<file path="config.mk">
export PLATFORM = sky130hd
export DESIGN_NAME = toc_timer16_compare
export DESIGN_NICKNAME = d
export VERILOG_FILES = /design/src/core/toc_pkg.sv /design/src/core/toc_timer16_compare.sv
export SDC_FILE = /design/constraint.sdc
export NUM_CORES = 1
export LEC_CHECK = 0
export ABC_AREA = 1
export BUFFER_PORTS_ARGS = -buffer_cell sky130_fd_sc_hd__buf_2
export CORE_ASPECT_RATIO = 1.4
export CORE_MARGIN = 1.5
export CORE_UTILIZATION = 60
export DETAILED_ROUTE_END_ITERATION = 6
export PLACE_DENSITY_LB_ADDON = 0.12
export SLEW_MARGIN = 20
export SYNTH_ARGS = -nofsm -noshare
export SYNTH_HDL_FRONTEND = slang
export SYNTH_SLANG_ARGS = --single-unit
</file>
<file path="constraint.sdc">
create_clock -name clk -period 3.6 [get_ports clk]
set_input_delay 0.18 -clock clk [delete_from_list [all_inputs] [get_ports clk]]
set_output_delay 0.18 -clock clk [all_outputs]
set_load 0.005 [all_outputs]
</file>
<file path="src/core/toc_pkg.sv">
// Constants, encodings and bus carriers of the 16-bit timer compare block.
// Assumes an AXI4-Lite master with 32-bit data and 8-bit byte addresses.
package toc_pkg;

   localparam int unsigned TOC_AW = 8;
   localparam int unsigned TOC_NCH = 3;

   // Register byte offsets; each register takes one aligned word
   localparam logic [7:0] TOC_CTRL_OFS   = 8'h00;
   localparam logic [7:0] TOC_FORCE_OFS  = 8'h04;
   localparam logic [7:0] TOC_FLAGS_OFS  = 8'h08;
   localparam logic [7:0] TOC_CNT_LO_OFS = 8'h0c;
   localparam logic [7:0] TOC_CNT_HI_OFS = 8'h10;
   localparam logic [7:0] TOC_MLO_BASE   = 8'h14;
   localparam logic [7:0] TOC_MHI_BASE   = 8'h18;
   localparam logic [7:0] TOC_CH_STRIDE  = 8'h08;
   localparam logic [7:0] TOC_LAST_OFS   = 8'h28;

   // Control word field positions, and the overflow bit of the flags word
   localparam int unsigned TOC_WGM_LSB  = 0;
   localparam int unsigned TOC_DIV_LSB  = 4;
   localparam int unsigned TOC_ACT_LSB  = 8;
   localparam int unsigned TOC_IEN_LSB  = 16;
   localparam int unsigned TOC_OVIE_BIT = 19;
   localparam int unsigned TOC_DIR_LSB  = 20;
   localparam int unsigned TOC_OVF_BIT  = 3;

   // Waveform modes handled by the counter
   localparam logic [3:0] TOC_WGM_NORMAL  = 4'h0;
   localparam logic [3:0] TOC_WGM_CTC_A   = 4'h4;
   localparam logic [3:0] TOC_WGM_FAST8   = 4'h5;
   localparam logic [3:0] TOC_WGM_FAST9   = 4'h6;
   localparam logic [3:0] TOC_WGM_FAST10  = 4'h7;
   localparam logic [3:0] TOC_WGM_CTC_ICR = 4'hc;
   localparam logic [3:0] TOC_WGM_FAST_A  = 4'hf;

   localparam logic [15:0] TOC_MAX    = 16'hffff;
   localparam logic [15:0] TOC_BOTTOM = 16'h0000;
   localparam logic [15:0] TOC_TOP8   = 16'h00ff;
   localparam logic [15:0] TOC_TOP9   = 16'h01ff;
   localparam logic [15:0] TOC_TOP10  = 16'h03ff;

   // Output actions; in PWM modes 2 is non-inverted and 3 inverted
   localparam logic [1:0] TOC_ACT_NONE   = 2'h0;
   localparam logic [1:0] TOC_ACT_TOGGLE = 2'h1;
   localparam logic [1:0] TOC_ACT_CLEAR  = 2'h2;
   localparam logic [1:0] TOC_ACT_SET    = 2'h3;

   localparam logic [1:0] TOC_RESP_OKAY   = 2'h0;
   localparam logic [1:0] TOC_RESP_SLVERR = 2'h2;

   typedef enum logic [0:0] {TOC_WR_WAIT = 1'b0, TOC_WR_RESP = 1'b1} toc_wr_e;
   typedef enum logic [0:0] {TOC_RD_IDLE = 1'b0, TOC_RD_DATA = 1'b1} toc_rd_e;

   typedef struct packed {
      logic              awvalid;
      logic [TOC_AW-1:0] awaddr;
      logic              wvalid;
      logic [31:0]       wdata;
      logic [3:0]        wstrb;
      logic              bready;
      logic              arvalid;
      logic [TOC_AW-1:0] araddr;
      logic              rready;
   } toc_axi_req_s;

   typedef struct packed {
      logic        awready;
      logic        wready;
      logic        bvalid;
      logic [1:0]  bresp;
      logic        arready;
      logic        rvalid;
      logic [31:0] rdata;
      logic [1:0]  rresp;
   } toc_axi_rsp_s;

   typedef struct packed {
      logic [TOC_NCH-1:0] value;
      logic [TOC_NCH-1:0] oe;
   } toc_pin_s;

endpackage

</file>
<file path="src/core/toc_timer16_compare.sv">
// 16-bit timer/counter with three output compare channels and AXI4-Lite
// register access. Assumes synchronous inputs and one 10 MHz clock.
//
// Decided for this implementation: the register offsets and the AXI4-Lite interface to the registers.
`timescale 1ns/1ns

// Operation
// - Enabled set flag requests an interrupt; acknowledge clears it.
// - Writing one to a flag bit clears it; zero leaves it.
// - Channel A match value can be the counter TOP.
// - PWM modes double buffer match values, loaded at TOP; others bypass.
// - CPU reaches the buffer when buffering is active, else active value.
// - Only CPU writes change match values; reads skip the high latch.
// - High byte goes to shared latch; low byte write loads 16 bits.
// - Force strobe acts like a match on output only, non-PWM only.
// - Counter write suppresses all matches at the next timer tick.
// - Counter written with TOP loses that match and runs to maximum.
// - Output state holds across waveform mode changes.
// - Action bit changes switch the pin override immediately.
// - New action applies from next match, or at once by force.
// - Reset clears every output state bit.
// - Nonzero action puts output state on pin; direction bit gates it.
// - Action zero leaves output state unchanged on a match.
// - Mode bits set counting; action bits set the output behaviour.
// - Normal mode always counts up and wraps from maximum to zero.
// - Normal mode overflow flag sets when counter becomes zero.
// - Normal mode accepts a new counter value at any time.
module toc_timer16_compare
   import toc_pkg::*;
(
   input  wire logic               clk,
   input  wire logic               rst,
   input  wire toc_axi_req_s       axi_req,
   output toc_axi_rsp_s            axi_rsp,
   input  wire logic [TOC_NCH-1:0] port_value,
   input  wire logic [3:0]         irq_ack,
   output logic [3:0]              irq_req,
   output toc_pin_s                pin
);

   ////////////////////////////////////////////////////////////////////////
   function automatic logic toc_is_pwm(input logic [3:0] m);
      return !(m == TOC_WGM_NORMAL || m == TOC_WGM_CTC_A ||
               m == TOC_WGM_CTC_ICR);
   endfunction

   // No capture register here, so the capture-defined tops count to MAX
   function automatic logic [15:0] toc_top(input logic [3:0]  m,
                                           input logic [15:0] ch_a);
      case (m)
         TOC_WGM_CTC_A, TOC_WGM_FAST_A: toc_top = ch_a;
         TOC_WGM_FAST8:                 toc_top = TOC_TOP8;
         TOC_WGM_FAST9:                 toc_top = TOC_TOP9;
         TOC_WGM_FAST10:                toc_top = TOC_TOP10;
         default:                       toc_top = TOC_MAX;
      endcase
   endfunction

   function automatic logic toc_mapped(input logic [TOC_AW-1:0] a);
      return a[1:0] == 2'b00 && a <= TOC_LAST_OFS;
   endfunction

   function automatic logic [7:0] toc_word(input logic [TOC_AW-1:0] a);
      return {a[7:2], 2'b00};
   endfunction

   ////////////////////////////////////////////////////////////////////////
   // Bus handshake state
   toc_wr_e           wr_state_r, wr_state_nxt;
   toc_rd_e           rd_state_r, rd_state_nxt;
   logic              aw_got_r, aw_got_nxt;
   logic              w_got_r, w_got_nxt;
   logic [TOC_AW-1:0] awaddr_r, awaddr_nxt;
   logic [31:0]       wdata_r, wdata_nxt;
   logic [3:0]        wstrb_r, wstrb_nxt;
   logic [1:0]        bresp_r, bresp_nxt;
   logic [31:0]       rdata_r, rdata_nxt;
   logic [1:0]        rresp_r, rresp_nxt;

   // Timer state
   logic [3:0]           wgm_r, wgm_nxt;
   logic [3:0]           div_r, div_nxt;
   logic [3:0]           div_cnt_r, div_cnt_nxt;
   logic [5:0]           act_r, act_nxt;
   logic [TOC_NCH-1:0]   ien_r, ien_nxt;
   logic                 ovie_r, ovie_nxt;
   logic [TOC_NCH-1:0]   dir_r, dir_nxt;
   logic [15:0]          count_r, count_nxt;
   logic [7:0]           temp_r, temp_nxt;
   logic [15:0]          ocr_r [TOC_NCH];
   logic [15:0]          ocr_nxt [TOC_NCH];
   logic [15:0]          obuf_r [TOC_NCH];
   logic [15:0]          obuf_nxt [TOC_NCH];
   logic [TOC_NCH-1:0]   mflag_r, mflag_nxt;
   logic                 ovf_r, ovf_nxt;
   logic [TOC_NCH-1:0]   ostate_r, ostate_nxt;
   logic                 block_r, block_nxt;

   logic              aw_hs, w_hs, ar_hs, do_write, wr_en, cnt_wr, rd_cnt_lo;
   logic [TOC_AW-1:0] wa;
   logic [31:0]       wd;
   logic [3:0]        ws;
   logic              tick, pwm, top_hit, wrap;
   logic [15:0]       top;
   logic [TOC_NCH-1:0] hit, frc, w1c;

   ////////////////////////////////////////////////////////////////////////
   // AXI4-Lite slave: address and data taken in either order, one at a time
   assign axi_rsp.awready = wr_state_r == TOC_WR_WAIT && !aw_got_r;
   assign axi_rsp.wready  = wr_state_r == TOC_WR_WAIT && !w_got_r;
   assign axi_rsp.bvalid  = wr_state_r == TOC_WR_RESP;
   assign axi_rsp.bresp   = bresp_r;
   assign axi_rsp.arready = rd_state_r == TOC_RD_IDLE;
   assign axi_rsp.rvalid  = rd_state_r == TOC_RD_DATA;
   assign axi_rsp.rdata   = rdata_r;
   assign axi_rsp.rresp   = rresp_r;

   assign aw_hs    = axi_req.awvalid && axi_rsp.awready;
   assign w_hs     = axi_req.wvalid && axi_rsp.wready;
   assign ar_hs    = axi_req.arvalid && axi_rsp.arready;
   assign wa       = aw_got_r ? awaddr_r : axi_req.awaddr;
   assign wd       = w_got_r ? wdata_r : axi_req.wdata;
   assign ws       = w_got_r ? wstrb_r : axi_req.wstrb;
   assign do_write = wr_state_r == TOC_WR_WAIT && (aw_got_r || aw_hs) &&
                     (w_got_r || w_hs);
   // Registers are one byte wide or hold whole fields in lane 0 and up;
   // a write without lane 0 is acknowledged but stores nothing
   assign wr_en     = do_write && ws[0] && toc_mapped(wa);
   assign cnt_wr    = wr_en && toc_word(wa) == TOC_CNT_LO_OFS;
   assign rd_cnt_lo = ar_hs && toc_word(axi_req.araddr) == TOC_CNT_LO_OFS;

   always_comb begin
      logic [7:0] ra;
      ra           = toc_word(axi_req.araddr);
      wr_state_nxt = wr_state_r;
      rd_state_nxt = rd_state_r;
      aw_got_nxt   = aw_got_r;
      w_got_nxt    = w_got_r;
      awaddr_nxt   = awaddr_r;
      wdata_nxt    = wdata_r;
      wstrb_nxt    = wstrb_r;
      bresp_nxt    = bresp_r;
      rdata_nxt    = rdata_r;
      rresp_nxt    = rresp_r;
      case (wr_state_r)
         TOC_WR_WAIT: begin
            if (aw_hs) begin
               aw_got_nxt = 1'b1;
               awaddr_nxt = axi_req.awaddr;
            end
            if (w_hs) begin
               w_got_nxt = 1'b1;
               wdata_nxt = axi_req.wdata;
               wstrb_nxt = axi_req.wstrb;
            end
            if (do_write) begin
               wr_state_nxt = TOC_WR_RESP;
               bresp_nxt    = toc_mapped(wa) ? TOC_RESP_OKAY : TOC_RESP_SLVERR;
            end
         end
         TOC_WR_RESP: begin
            if (axi_req.bready) begin
               wr_state_nxt = TOC_WR_WAIT;
               aw_got_nxt   = 1'b0;
               w_got_nxt    = 1'b0;
            end
         end
         default: wr_state_nxt = TOC_WR_WAIT;
      endcase
      case (rd_state_r)
         TOC_RD_IDLE: begin
            if (ar_hs) begin
               rd_state_nxt = TOC_RD_DATA;
               rdata_nxt    = 32'h0000_0000;
               rresp_nxt    = toc_mapped(axi_req.araddr) ? TOC_RESP_OKAY
                                                          : TOC_RESP_SLVERR;
               case (ra)
                  TOC_CTRL_OFS: begin
                     rdata_nxt[TOC_WGM_LSB +: 4]       = wgm_r;
                     rdata_nxt[TOC_DIV_LSB +: 4]       = div_r;
                     rdata_nxt[TOC_ACT_LSB +: 6]       = act_r;
                     rdata_nxt[TOC_IEN_LSB +: TOC_NCH] = ien_r;
                     rdata_nxt[TOC_OVIE_BIT]           = ovie_r;
                     rdata_nxt[TOC_DIR_LSB +: TOC_NCH] = dir_r;
                  end
                  TOC_FLAGS_OFS: rdata_nxt[3:0] = {ovf_r, mflag_r};
                  TOC_CNT_LO_OFS: rdata_nxt[7:0] = count_r[7:0];
                  TOC_CNT_HI_OFS: rdata_nxt[7:0] = temp_r;
                  default: begin
                     // Match values read straight from the buffer in PWM modes, else the active register
                     for (int i = 0; i < TOC_NCH; i++) begin
                        if (ra == TOC_MLO_BASE + 8'(i) * TOC_CH_STRIDE)
                           rdata_nxt[7:0] = pwm ? obuf_r[i][7:0]
                                                : ocr_r[i][7:0];
                        if (ra == TOC_MHI_BASE + 8'(i) * TOC_CH_STRIDE)
                           rdata_nxt[7:0] = pwm ? obuf_r[i][15:8]
                                                : ocr_r[i][15:8];
                     end
                  end
               endcase
            end
         end
         TOC_RD_DATA: if (axi_req.rready) rd_state_nxt = TOC_RD_IDLE;
         default: rd_state_nxt = TOC_RD_IDLE;
      endcase
   end

   always_ff @(posedge clk) begin
      if (rst) begin
         wr_state_r <= TOC_WR_WAIT;
         rd_state_r <= TOC_RD_IDLE;
         aw_got_r   <= 1'b0;
         w_got_r    <= 1'b0;
         awaddr_r   <= '0;
         wdata_r    <= 32'h0000_0000;
         wstrb_r    <= 4'h0;
         bresp_r    <= TOC_RESP_OKAY;
         rdata_r    <= 32'h0000_0000;
         rresp_r    <= TOC_RESP_OKAY;
      end else begin
         wr_state_r <= wr_state_nxt;
         rd_state_r <= rd_state_nxt;
         aw_got_r   <= aw_got_nxt;
         w_got_r    <= w_got_nxt;
         awaddr_r   <= awaddr_nxt;
         wdata_r    <= wdata_nxt;
         wstrb_r    <= wstrb_nxt;
         bresp_r    <= bresp_nxt;
         rdata_r    <= rdata_nxt;
         rresp_r    <= rresp_nxt;
      end
   end

   ////////////////////////////////////////////////////////////////////////
   // Timer clock enable: divide by div_r, zero stops the timer
   assign tick = div_r != 4'h0 && div_cnt_r == div_r - 4'h1;
   assign pwm  = toc_is_pwm(wgm_r);
   assign top  = toc_top(wgm_r, ocr_r[0]);
   // A blocked tick also loses the TOP clear, so the count runs on
   assign top_hit = tick && !block_r && wgm_r != TOC_WGM_NORMAL &&
                    count_r == top;
   assign wrap = tick && !cnt_wr && (pwm ? top_hit : count_r == TOC_MAX);
   assign w1c  = (wr_en && toc_word(wa) == TOC_FLAGS_OFS) ? wd[2:0] : 3'h0;
   assign frc  = (wr_en && toc_word(wa) == TOC_FORCE_OFS && !pwm)
                 ? wd[2:0] : 3'h0;

   for (genvar g = 0; g < TOC_NCH; g++) begin : g_cmp
      assign hit[g] = tick && !block_r && count_r == ocr_r[g];
      // Override follows the action bits with no pipeline
      assign pin.value[g] = act_r[2*g +: 2] != TOC_ACT_NONE ? ostate_r[g]
                                                             : port_value[g];
   end
   assign pin.oe  = dir_r;
   assign irq_req = {ovf_r & ovie_r, mflag_r & ien_r};

   always_comb begin
      logic [1:0] act;
      act         = TOC_ACT_NONE;
      wgm_nxt     = wgm_r;
      div_nxt     = div_r;
      act_nxt     = act_r;
      ien_nxt     = ien_r;
      ovie_nxt    = ovie_r;
      dir_nxt     = dir_r;
      temp_nxt    = temp_r;
      ostate_nxt  = ostate_r;
      ocr_nxt     = ocr_r;
      obuf_nxt    = obuf_r;
      div_cnt_nxt = (div_r == 4'h0 || tick) ? 4'h0 : div_cnt_r + 4'h1;
      // Only the tick right after a counter write is blocked
      block_nxt   = cnt_wr || (block_r && !tick);
      count_nxt   = count_r;
      if (cnt_wr)
         count_nxt = {temp_r, wd[7:0]};
      else if (tick)
         count_nxt = top_hit ? TOC_BOTTOM : count_r + 16'h0001;
      // Set wins over both clears
      ovf_nxt = wrap || (ovf_r && !irq_ack[3]);
      if (wr_en && toc_word(wa) == TOC_FLAGS_OFS && wd[TOC_OVF_BIT])
         ovf_nxt = wrap;
      if (rd_cnt_lo) temp_nxt = count_r[15:8];
      if (wr_en && toc_word(wa) == TOC_CNT_HI_OFS) temp_nxt = wd[7:0];
      if (wr_en && toc_word(wa) == TOC_CTRL_OFS) begin
         wgm_nxt  = wd[TOC_WGM_LSB +: 4];
         div_nxt  = wd[TOC_DIV_LSB +: 4];
         act_nxt  = wd[TOC_ACT_LSB +: 6];
         ien_nxt  = wd[TOC_IEN_LSB +: TOC_NCH];
         ovie_nxt = wd[TOC_OVIE_BIT];
         dir_nxt  = wd[TOC_DIR_LSB +: TOC_NCH];
      end
      for (int i = 0; i < TOC_NCH; i++) begin
         act = act_r[2*i +: 2];
         mflag_nxt[i] = hit[i] || (mflag_r[i] && !w1c[i] && !irq_ack[i]);
         if (pwm) begin
            if (hit[i] && act == TOC_ACT_CLEAR) ostate_nxt[i] = 1'b0;
            if (hit[i] && act == TOC_ACT_SET)   ostate_nxt[i] = 1'b1;
            // Action at BOTTOM wins, so a value equal to TOP gives a level
            if (top_hit && act == TOC_ACT_CLEAR) ostate_nxt[i] = 1'b1;
            if (top_hit && act == TOC_ACT_SET)   ostate_nxt[i] = 1'b0;
            if (top_hit) ocr_nxt[i] = obuf_r[i];
         end else if (hit[i] || frc[i]) begin
            case (act)
               TOC_ACT_TOGGLE: ostate_nxt[i] = !ostate_r[i];
               TOC_ACT_CLEAR:  ostate_nxt[i] = 1'b0;
               TOC_ACT_SET:    ostate_nxt[i] = 1'b1;
               default:        ostate_nxt[i] = ostate_r[i];
            endcase
         end
         if (wr_en && toc_word(wa) == TOC_MHI_BASE + 8'(i) * TOC_CH_STRIDE)
            temp_nxt = wd[7:0];
         if (wr_en && toc_word(wa) == TOC_MLO_BASE + 8'(i) * TOC_CH_STRIDE) begin
            if (pwm)
               obuf_nxt[i] = {temp_r, wd[7:0]};
            else
               ocr_nxt[i] = {temp_r, wd[7:0]};
         end
      end
   end

   always_ff @(posedge clk) begin
      if (rst) begin
         wgm_r     <= TOC_WGM_NORMAL;
         div_r     <= 4'h0;
         div_cnt_r <= 4'h0;
         act_r     <= 6'h00;
         ien_r     <= 3'h0;
         ovie_r    <= 1'b0;
         dir_r     <= 3'h0;
         count_r   <= TOC_BOTTOM;
         temp_r    <= 8'h00;
         mflag_r   <= 3'h0;
         ovf_r     <= 1'b0;
         ostate_r  <= 3'h0;
         block_r   <= 1'b0;
         for (int i = 0; i < TOC_NCH; i++) begin
            ocr_r[i]  <= 16'h0000;
            obuf_r[i] <= 16'h0000;
         end
      end else begin
         wgm_r     <= wgm_nxt;
         div_r     <= div_nxt;
         div_cnt_r <= div_cnt_nxt;
         act_r     <= act_nxt;
         ien_r     <= ien_nxt;
         ovie_r    <= ovie_nxt;
         dir_r     <= dir_nxt;
         count_r   <= count_nxt;
         temp_r    <= temp_nxt;
         mflag_r   <= mflag_nxt;
         ovf_r     <= ovf_nxt;
         ostate_r  <= ostate_nxt;
         block_r   <= block_nxt;
         ocr_r     <= ocr_nxt;
         obuf_r    <= obuf_nxt;
      end
   end
endmodule

</file>
* After elaboration in Yosys (flattened, before gate mapping) *
Cells that the tools add are included.

word-level totals
  output and inout port bits = 51
  register bits = 214

cells by class
  equal/unequal tests = 49
  bitwise logic cells = 5
  mux-type cells = 81
  reduce and logical (&&, ||, !) cells = 112
  add/subtract/negate cells = 3
  magnitude comparators = 2

operators by type and width
  cell                   count
  $mux 16                15
  $mux 8                 18
  $eq 16x16->1           4
  $pmux 16 s4            1
  $logic_and 1x1->1      54
  $eq 6x3->1 const B     8
  $eq 6x4->1 const B     6
  $pmux 4 s4             2
  $mux 1                 31
  $eq 6x2->1 const B     4
  $mux 23                1
  $reduce_bool 5->1      4
  $reduce_and 2->1       9
  $add 16x1->16 const B  1
  $eq 16x16->1 const B   1
  $eq 4x3->1 const B     4
  $le 8x6->1 const B     2
  $logic_not 1->1        15
  $logic_or 1x1->1       13
  $eq 2x2->1 const B     6
  $logic_not 6->1        2
  $ne 4x1->1 const B     3
  $pmux 1 s3             3
  $reduce_and 3->1       3
  21 further kinds       42

* Longest topological paths before layout *
Gate-level depths: netlist of run 1.

  word-level depth = 14
  gate-level depth with buffers = 18

* Worst setup path after synthesis of run 1 *
Ideal clock, no wire load.

  path type = register to register
  from = register div_r[0]
  to = register count_r[0]
  slack = 1.357 ns
  data arrival time = 2.116 ns
  library setup time = 0.128 ns
  buffers on the path = 1
  data required time = 3.472 ns
  stages on the path, launching flop included = 15
  cell sequence = dfxtp_1 > inv_1 > ha_1 > xor2_1 > nand3_1 > nor2_1 > nand4_1 > nor2_2 > and2_4 > nand2_1 > inv_1 > nor2_4 > buf_2 > a21oi_1 > nor2_1

on the way
  cells in the longest elaborated chain, start to end = 9

RTL lines
  item                             line                        text
  from (decl)                      toc_timer16_compare.sv:82   logic [3:0] div_r, div_nxt;
  from (signal assigned)           toc_timer16_compare.sv:341  div_r <= div_nxt;
  $sub 4x1->4                      toc_timer16_compare.sv:236  assign tick = div_r != 4'h0 && div_cnt_r == div_r - 4'h1;
  $eq 4x4->1                       toc_timer16_compare.sv:236
  $logic_and 1x1->1 *              toc_timer16_compare.sv:236
  $logic_and 1x1->1 (3 in series)  toc_timer16_compare.sv:240  assign top_hit = tick && !block_r && wgm_r != TOC_WGM_NORMAL &&
  $mux 16                          toc_timer16_compare.sv:276  count_nxt = top_hit ? TOC_BOTTOM : count_r + 16'h0001;
  $mux 16                          toc_timer16_compare.sv:275  else if (tick)
  $mux 16                          toc_timer16_compare.sv:273  if (cnt_wr)
  to (signal assigned)             toc_timer16_compare.sv:347  count_r <= count_nxt;
  to (decl)                        toc_timer16_compare.sv:88   logic [15:0] count_r, count_nxt;

Mark *: on every way between the ends. The rest lies on a longest branch, timed or not. The select of a mux whose other input is x is not followed.
A chain may end at the register's enable or synchronous reset.

* Final worst setup path of run 1 *
  from = register count_r[0]
  to = register ovf_r

on the way
  cells in the longest elaborated chain, start to end = 6

RTL lines
  item                  line                        text
  $eq 16x16->1          toc_timer16_compare.sv:241  count_r == top;
  $logic_and 1x1->1     toc_timer16_compare.sv:240
  $mux 1 *              toc_timer16_compare.sv:242  assign wrap = tick && !cnt_wr && (pwm ? top_hit : count_r == TOC_MAX);
  $logic_and 1x1->1 *   toc_timer16_compare.sv:242
  $logic_or 1x1->1      toc_timer16_compare.sv:278  ovf_nxt = wrap || (ovf_r && !irq_ack[3]);
  $mux 1 *              toc_timer16_compare.sv:279  if (wr_en && toc_word(wa) == TOC_FLAGS_OFS && wd[TOC_OVF_BIT])
  to (signal assigned)  toc_timer16_compare.sv:350  ovf_r <= ovf_nxt;
  to (decl)             toc_timer16_compare.sv:95   logic ovf_r, ovf_nxt;

Mark *: on every way between the ends. The rest lies on a longest branch, timed or not.

==> results of run 1 <==
==> critical path, stage by stage (launching register included) <==
cell and delay, ps:
dfxtp_1 510, ha_1 280, nand4_1 160, nor2_1 310
nand4_1 220, nor2_1 180, nand3_1 120, nor2_1 160
nand3_1 120, nor3_1 560, o21bai_1 230, a21oi_1 160
==> worst paths after layout <==
check | slack [ps] | depth (start not counted) | start | endpoint
setup / recovery | 530 | 11 | count_r[0]$_SDFFE_PP0P_ | ovf_r$_SDFF_PP0_
setup reg to reg | 530 | 11 | count_r[0]$_SDFFE_PP0P_ | ovf_r$_SDFF_PP0_
hold reg to reg | 450 | 2 | awaddr_r[6]$_SDFFE_PP0P_ | awaddr_r[6]$_SDFFE_PP0P_
hold / removal | -3 | 3 | axi_req[54] | awaddr_r[6]$_SDFFE_PP0P_
==> power by group <==
part / switching, mW / total [mW] / leakage [nW] / internal (mW)
Sequential: 0.0323 / 2.41 / 1.70 / 2.38
Clock: 0.977 / 2.27 / 0.342 / 1.29
Combinational: 0.313 / 0.476 / 3.77 / 0.163
Total: 1.32 / 5.16 / 5.81 / 3.83
==> Yosys cell counts (12+ instances only) <==
cell type	count	share of area, %
a211oi_1	15	0.97
a21oi_1	134	5.8
a31oi_1	27	1.5
buf_2	19	0.82
buf_4	21	1.4
clkbuf_1	67	2.2
dfxtp_1	210	36
inv_1	233	7.5
inv_2	29	0.93
nand2_1	328	11
nand3_1	98	4.2
nand4_1	18	0.97
nor2_1	157	5.1
nor3_1	15	0.64
o2111ai_1	16	1.2
o21ai_0	174	7.5
o21ai_1	26	1.1
o22ai_1	42	2.3
xnor2_1	12	0.90
xor2_1	27	2.0
==> sequential cells by signal (all words and copies together) (netlist names), 4 cells and up <==
name	count
obuf_r	48
temp_r	8
ocr_r	48
wgm_r	4
rdata_r	21
awaddr_r	8
count_r	16
wdata_r	21
act_r	6
div_cnt_r	4
div_r	4
==> through the flow <==
stage | hold slack [ps] | power (mW) | instances | utilization [%]
floorplan | 328 | 2.74 | 1770 | -
CTS | 7.83 | 5.14 | 2098 | 69.0
finish | -2.58 | 5.16 | 2098 | 69.0
global placement | 437 | 2.89 | 2022 | 63.4
detailed placement | 446 | 2.90 | 2022 | 63.4
global route | 54.0 | 5.30 | 2098 | 69.0
==> logic make-up (layout without fill, tap and decap cells) <==
kind of cell / after synthesis / in the layout / share of synthesized area, %
AO/OA/AOI/OAI: 470 / 470 / 23.0
XOR/XNOR: 39 / 39 / 2.93
adder cells (fa/ha/maj): 3 / 3 / 0.322
buffers and inverters: 381 / 461 / 13.5
flip-flops: 210 / 210 / 36.1
other: 1 / 13 / 0.0322
AND/OR/NAND/NOR: 654 / 654 / 24.1
==> cell type report <==
cell class	count	area share, %
clock inverters	5	0.464
well taps	248	2.35
clock buffers	34	4.81
inverters	262	7.45
repair buffers	160	8.20
multi-input cells	1179	44.9
flip-flops and latches	210	31.8
==> routing by layer <==
layer | wire length (um) | vias up | global-route usage (%)
met5 | 0 | - | 0
li1 | - | 5885 | -
met2 | 18800 | 584 | 65.1
met1 | 14500 | 5717 | 42.9
met3 | 2690 | 172 | 4.84
met4 | 2840 | 0 | 23.7
==> timing repair <==
action,4_1_cts,5_1_grt
setup buffers,0,0
hold buffers,37,0
hold endpoints to repair,50,0
==> results.toml, run 1 <==
[logic_synthesis]
ys_ff_latch = 210
synthArstFlopShare_pct = 0
synthFlopType = "dfxtp_1"
synth_edf_count = 0
seq_area_frac_synth_pct = 36.1
synth_area_sq_um = 11600
synth_cell_types = 51
yosys_warnings = 0
synthCells = 1758
syn_area_per_cell_sq_um = 6.63

[run_status]
violations = "negative hold slack"
status = "finished with violations"

[timing]
max_slew_margin_pct = 31.8
finalHoldWorstSlack_ps = -2.58
rsz0062_at_grt = "no"
fmax_mhz = 326
period_needed_ps = 3070
hold_viol_final = 1
worstMarginPinSlew_ps = 1010
finalCritPeriodShare_pct = 85.2
final-setup-viol-count = 0
fin_ws_ps = 531
skew_ps = 15.8
drv_slew = 0
finalSetupTns_ps = 0

[clocking]
cts_resized = 0
htreeDepth = 1
cts_buffer_depth = 3
clkSinkCount = 210
cts_tree = "done"
root_buffer = "clkbuf_16"
cts_buffers = 22
clk_latency_ps = 520
cts.clk_slew.worst_paths_ps = 70

[routing]
first_iter_violations = 1189
wl_per_cell_um = 18.5
route.detailed.drc = 0
first_pass_iters = 5
routed_wl_mm = 38.9
ant_nets = 0
vias_per_cell = 5.89
vias = 12400

[layout]
layout_commonest_cell = "nand2_1"
num_antenna_cells = 0
nets = 1904
areaGrowthSynthToFinish_pct = 13.4
multiInputGateArea_sq_um = 5930
layout_common_cells = "nand2_1 (328), inv_1 (232), dfxtp_1 (210)"
final_layout_size_suffix_gt1_share_pct = 11.9
seq_area_sq_um = 4200
fillCellCount = 1709
stdcell_area_sq_um = 13200

[critical_path]
cp.required_ps = 4050
cp-start-kind = "register"
worstPathArrival_ps = 3520
cp_max_fo = 5
crit_path_end_kind = "register"
critPathKind = "reg -> reg"

[floorplan]
top_level_ports = 117
die_area_sq_um = 20300
start_util_pct = 60.8
die_w_um = 121
die_y_um = 168
core_region_area_sq_um = 19100
fp-row-count = 60

[global_routing]
grt_max_degree = 110
antenna_found_initial = 0
overflow = 0
grt_pass1_vias = 11100
grt_pass1_wl_mm = 59.3
grtUsageTotal_pct = 37.4

[min_path]
min_path_type = "in -> reg"

[placed_design]
gp_congestion = 0.961
portBuffers = 89
placed_area_sq_um = 12100
hpwlAfterDp_mm = 27.1
dp_worst_setup_slack_ps = 668

[pwr]
ir_drop_v = 0.000402
power_density_nw_per_um2 = 390
p_leak_nw = 5.81

[run]
maxCapViolCount = 0
(Power assumes the default switching activity.)
==> inputs of run 2 (changes only) <==
--- a/config.mk
+++ b/config.mk
@@ -5,7 +5,7 @@
 export SDC_FILE = /design/constraint.sdc
 export NUM_CORES = 1
 export LEC_CHECK = 0
-export ABC_AREA = 1
+export ABC_AREA = 0
 export BUFFER_PORTS_ARGS = -buffer_cell sky130_fd_sc_hd__buf_2
 export CORE_ASPECT_RATIO = 1.4
 export CORE_MARGIN = 1.5
==> results.toml, run 2 <==
[floorplan]
die_y_um = 167
fp-row-count = 60
start_util_pct = 60.8
die_area_sq_um = 20200
core_region_area_sq_um = 19100
die_w_um = 120
top_level_ports = 117

[clocking]
clk_latency_ps = 520
cts_tree = "done"
cts_buffer_depth = 3
cts.clk_slew.worst_paths_ps = 60
cts_buffers = 22
post-cts-setup-buffers = 0
clkSinkCount = 210
root_buffer = "clkbuf_16"
htreeDepth = 1

[pwr]
clockPowerShare_pct = 46.1
internal_power_mw = 4.19
ir_drop_v = 0.000336
p_switching_mw = 1.35
sw_frac_of_total_pct = 24.4
p_leak_nw = 5.04
power_density_nw_per_um2 = 415
power_frac_comb_pct = 10.0
power_frac_seq_pct = 44.0

[critical_path]
crit_path_end_kind = "register"
cp_max_fo = 37
reg2reg_slack_ps = 300
crit_path_cell_trace = "inv_1, ha_1, xor3_1, nor3_1, o21ai_2, buf_4, nor3_1, nand2_1, a311oi_1, a2111oi_0, nor3_1"
path_common_cell = "nor3_1"
cp-start-kind = "register"
path_delay_family = "simple AND/OR/NAND/NOR gates"
slowest_stage = "nor3_1"
max_stage_delay_ps = 600
path_buf_inv = 2
cp.required_ps = 4030
critPathKind = "reg -> reg"
worstPathArrival_ps = 3730

[logic_synthesis]
synth_area_sq_um = 11600
ys_ff_latch = 210
synth_cell_types = 74
synthCells = 1478
syn_area_per_cell_sq_um = 7.84
seq_area_frac_synth_pct = 36.3
synth_edf_count = 0
synth_common_cells = "dfxtp_1 (210), nand2_1 (190), nor2_1 (174)"
synthFlopType = "dfxtp_1"
synth_top_area_share_pct = 36.3
synth_top_cell_by_area = "dfxtp_1"
yosys_warnings = 0
synthArstFlopShare_pct = 0
synth_most_common_cell = "dfxtp_1"
synth_area_leaders = "dfxtp_1 (36%), nand2_1 (6.2%), nor2_1 (5.6%), mux2i_1 (4.8%), a21oi_1 (4.5%)"

[routing]
first_iter_violations = 1164
route.detailed.drc = 0
ant_nets = 0
first_pass_iters = 5
routed_wl_mm = 37.5
vias_per_cell = 6.43
wl_per_cell_um = 20.8
vias = 11600

[timing]
finalSetupTns_ps = 0
drv_slew = 0
final-setup-viol-count = 0
period_needed_ps = 3300
fmax_mhz = 303
worstMarginPinSlew_ps = 1050
rsz0062_at_grt = "no"
fin_ws_ps = 305
hold_viol_final = 0
finalCritPeriodShare_pct = 91.5
skew_ps = 10.3
max_slew_margin_pct = 27.9

[global_routing]
grt_pass1_vias = 10800
grt_pass1_wl_mm = 58.6
grtUsageTotal_pct = 36.6
overflow = 0
grt_max_degree = 114
antenna_found_initial = 0

[layout]
layout_commonest_cell = "dfxtp_1"
nets = 1610
layout_common_cells = "dfxtp_1 (209), nand2_1 (190), nor2_1 (173)"
largestRegisters = "obuf_r (48), ocr_r (48)"
areaGrowthSynthToFinish_pct = 15.1
num_antenna_cells = 0
final_layout_size_suffix_gt1_share_pct = 13.2

[placed_design]
gp_congestion = 0.980
portBuffers = 89
dp_worst_setup_slack_ps = 396
hpwlAfterDp_mm = 25.1

[run_status]
status = "complete, no violations"

[min_path]
min_path_type = "in -> reg"

[run]
maxCapViolCount = 0
## run 2: power by group through the flow
| stage | clock network, mW | registers, mW | logic, mW |
|---|---|---|---|
| 2_1_floorplan | 0 | 2.44 | 0.353 |
| 3_3_place_gp | 0 | 2.48 | 0.499 |
| 3_5_place_dp | 0 | 2.48 | 0.504 |
| 4_1_cts | 2.56 | 2.43 | 0.539 |
| 5_1_grt | 2.65 | 2.44 | 0.592 |
| 6_report | 2.55 | 2.44 | 0.552 |
## run 2: cell families (layout without fill, tap and decap cells)
kind of cell / after synthesis / in the layout / share of synthesized area, %
AND/OR/NAND/NOR: 563 / 563 / 22.4
XOR/XNOR: 55 / 55 / 4.28
other: 1 / 13 / 0.0323
flip-flops: 210 / 210 / 36.3
adder cells (fa/ha/maj): 3 / 3 / 0.324
buffers and inverters: 168 / 232 / 6.33
AO/OA/AOI/OAI: 407 / 407 / 24.1
multiplexers: 71 / 71 / 6.29
## run 2: final cells by class
cell class | instances | area [sq um]
inverter | 22 | 82.6
fill | 1576 | 5720
clock buffer | 30 | 642
sequential | 210 | 4210
timing repair buffer | 173 | 1200
tap | 248 | 310
clock inverter | 7 | 160
multi-input combinational | 1112 | 6740
## run 2: timing repair
action,in CTS,in global routing
endpoints found under the hold margin,37,0
hold buffers,38,0
resized for setup,0,0
## run 2: worst reg2reg max path: cells and delay by family, from the launching register on
| kind | cells | cell delay [ps] |
|---|---|---|
| AOI/OAI and AO/OA | 3 | 610 |
| buffers and inverters | 2 | 340 |
| DFF | 1 | 410 |
| adders and majority gates | 1 | 250 |
| and+or+nand+nor | 4 | 1210 |
| xor gates and xnor gates | 1 | 400 |
## run 2: per-layer routing
layer	GRT usage (%)	routed length, um
met4	18.3	2290
met3	4.46	3110
met2	62.2	17700
met5	0	0
met1	45.6	14500
## run 2: path summary, 6_finish.rpt
check                                               from                       end  cells after the start
worst max-delay path               div_r[0]$_SDFFE_PP0P_  ostate_r[0]$_SDFFE_PP0P_                     11
worst min-delay path                         axi_req[56]     aw_got_r$_SDFFE_PP0P_                      4
worst min register to register  wdata_r[19]$_SDFFE_PP0P_  wdata_r[19]$_SDFFE_PP0P_                      2
worst max register to register     div_r[0]$_SDFFE_PP0P_  ostate_r[0]$_SDFFE_PP0P_                     11
## run 2: through the flow
stage	cell area (sq um)	total power [mW]	utilization, %	std cells	hold slack, ps
after floorplan	11600	2.80	-	1490	280
after global placement	12200	2.98	63.8	1727	365
after detailed placement	12200	2.99	63.8	1727	375
after CTS	13300	5.53	70.0	1802	87.1
after global routing	13300	5.68	70.0	1802	109
final	13300	5.54	70.0	1802	75.0
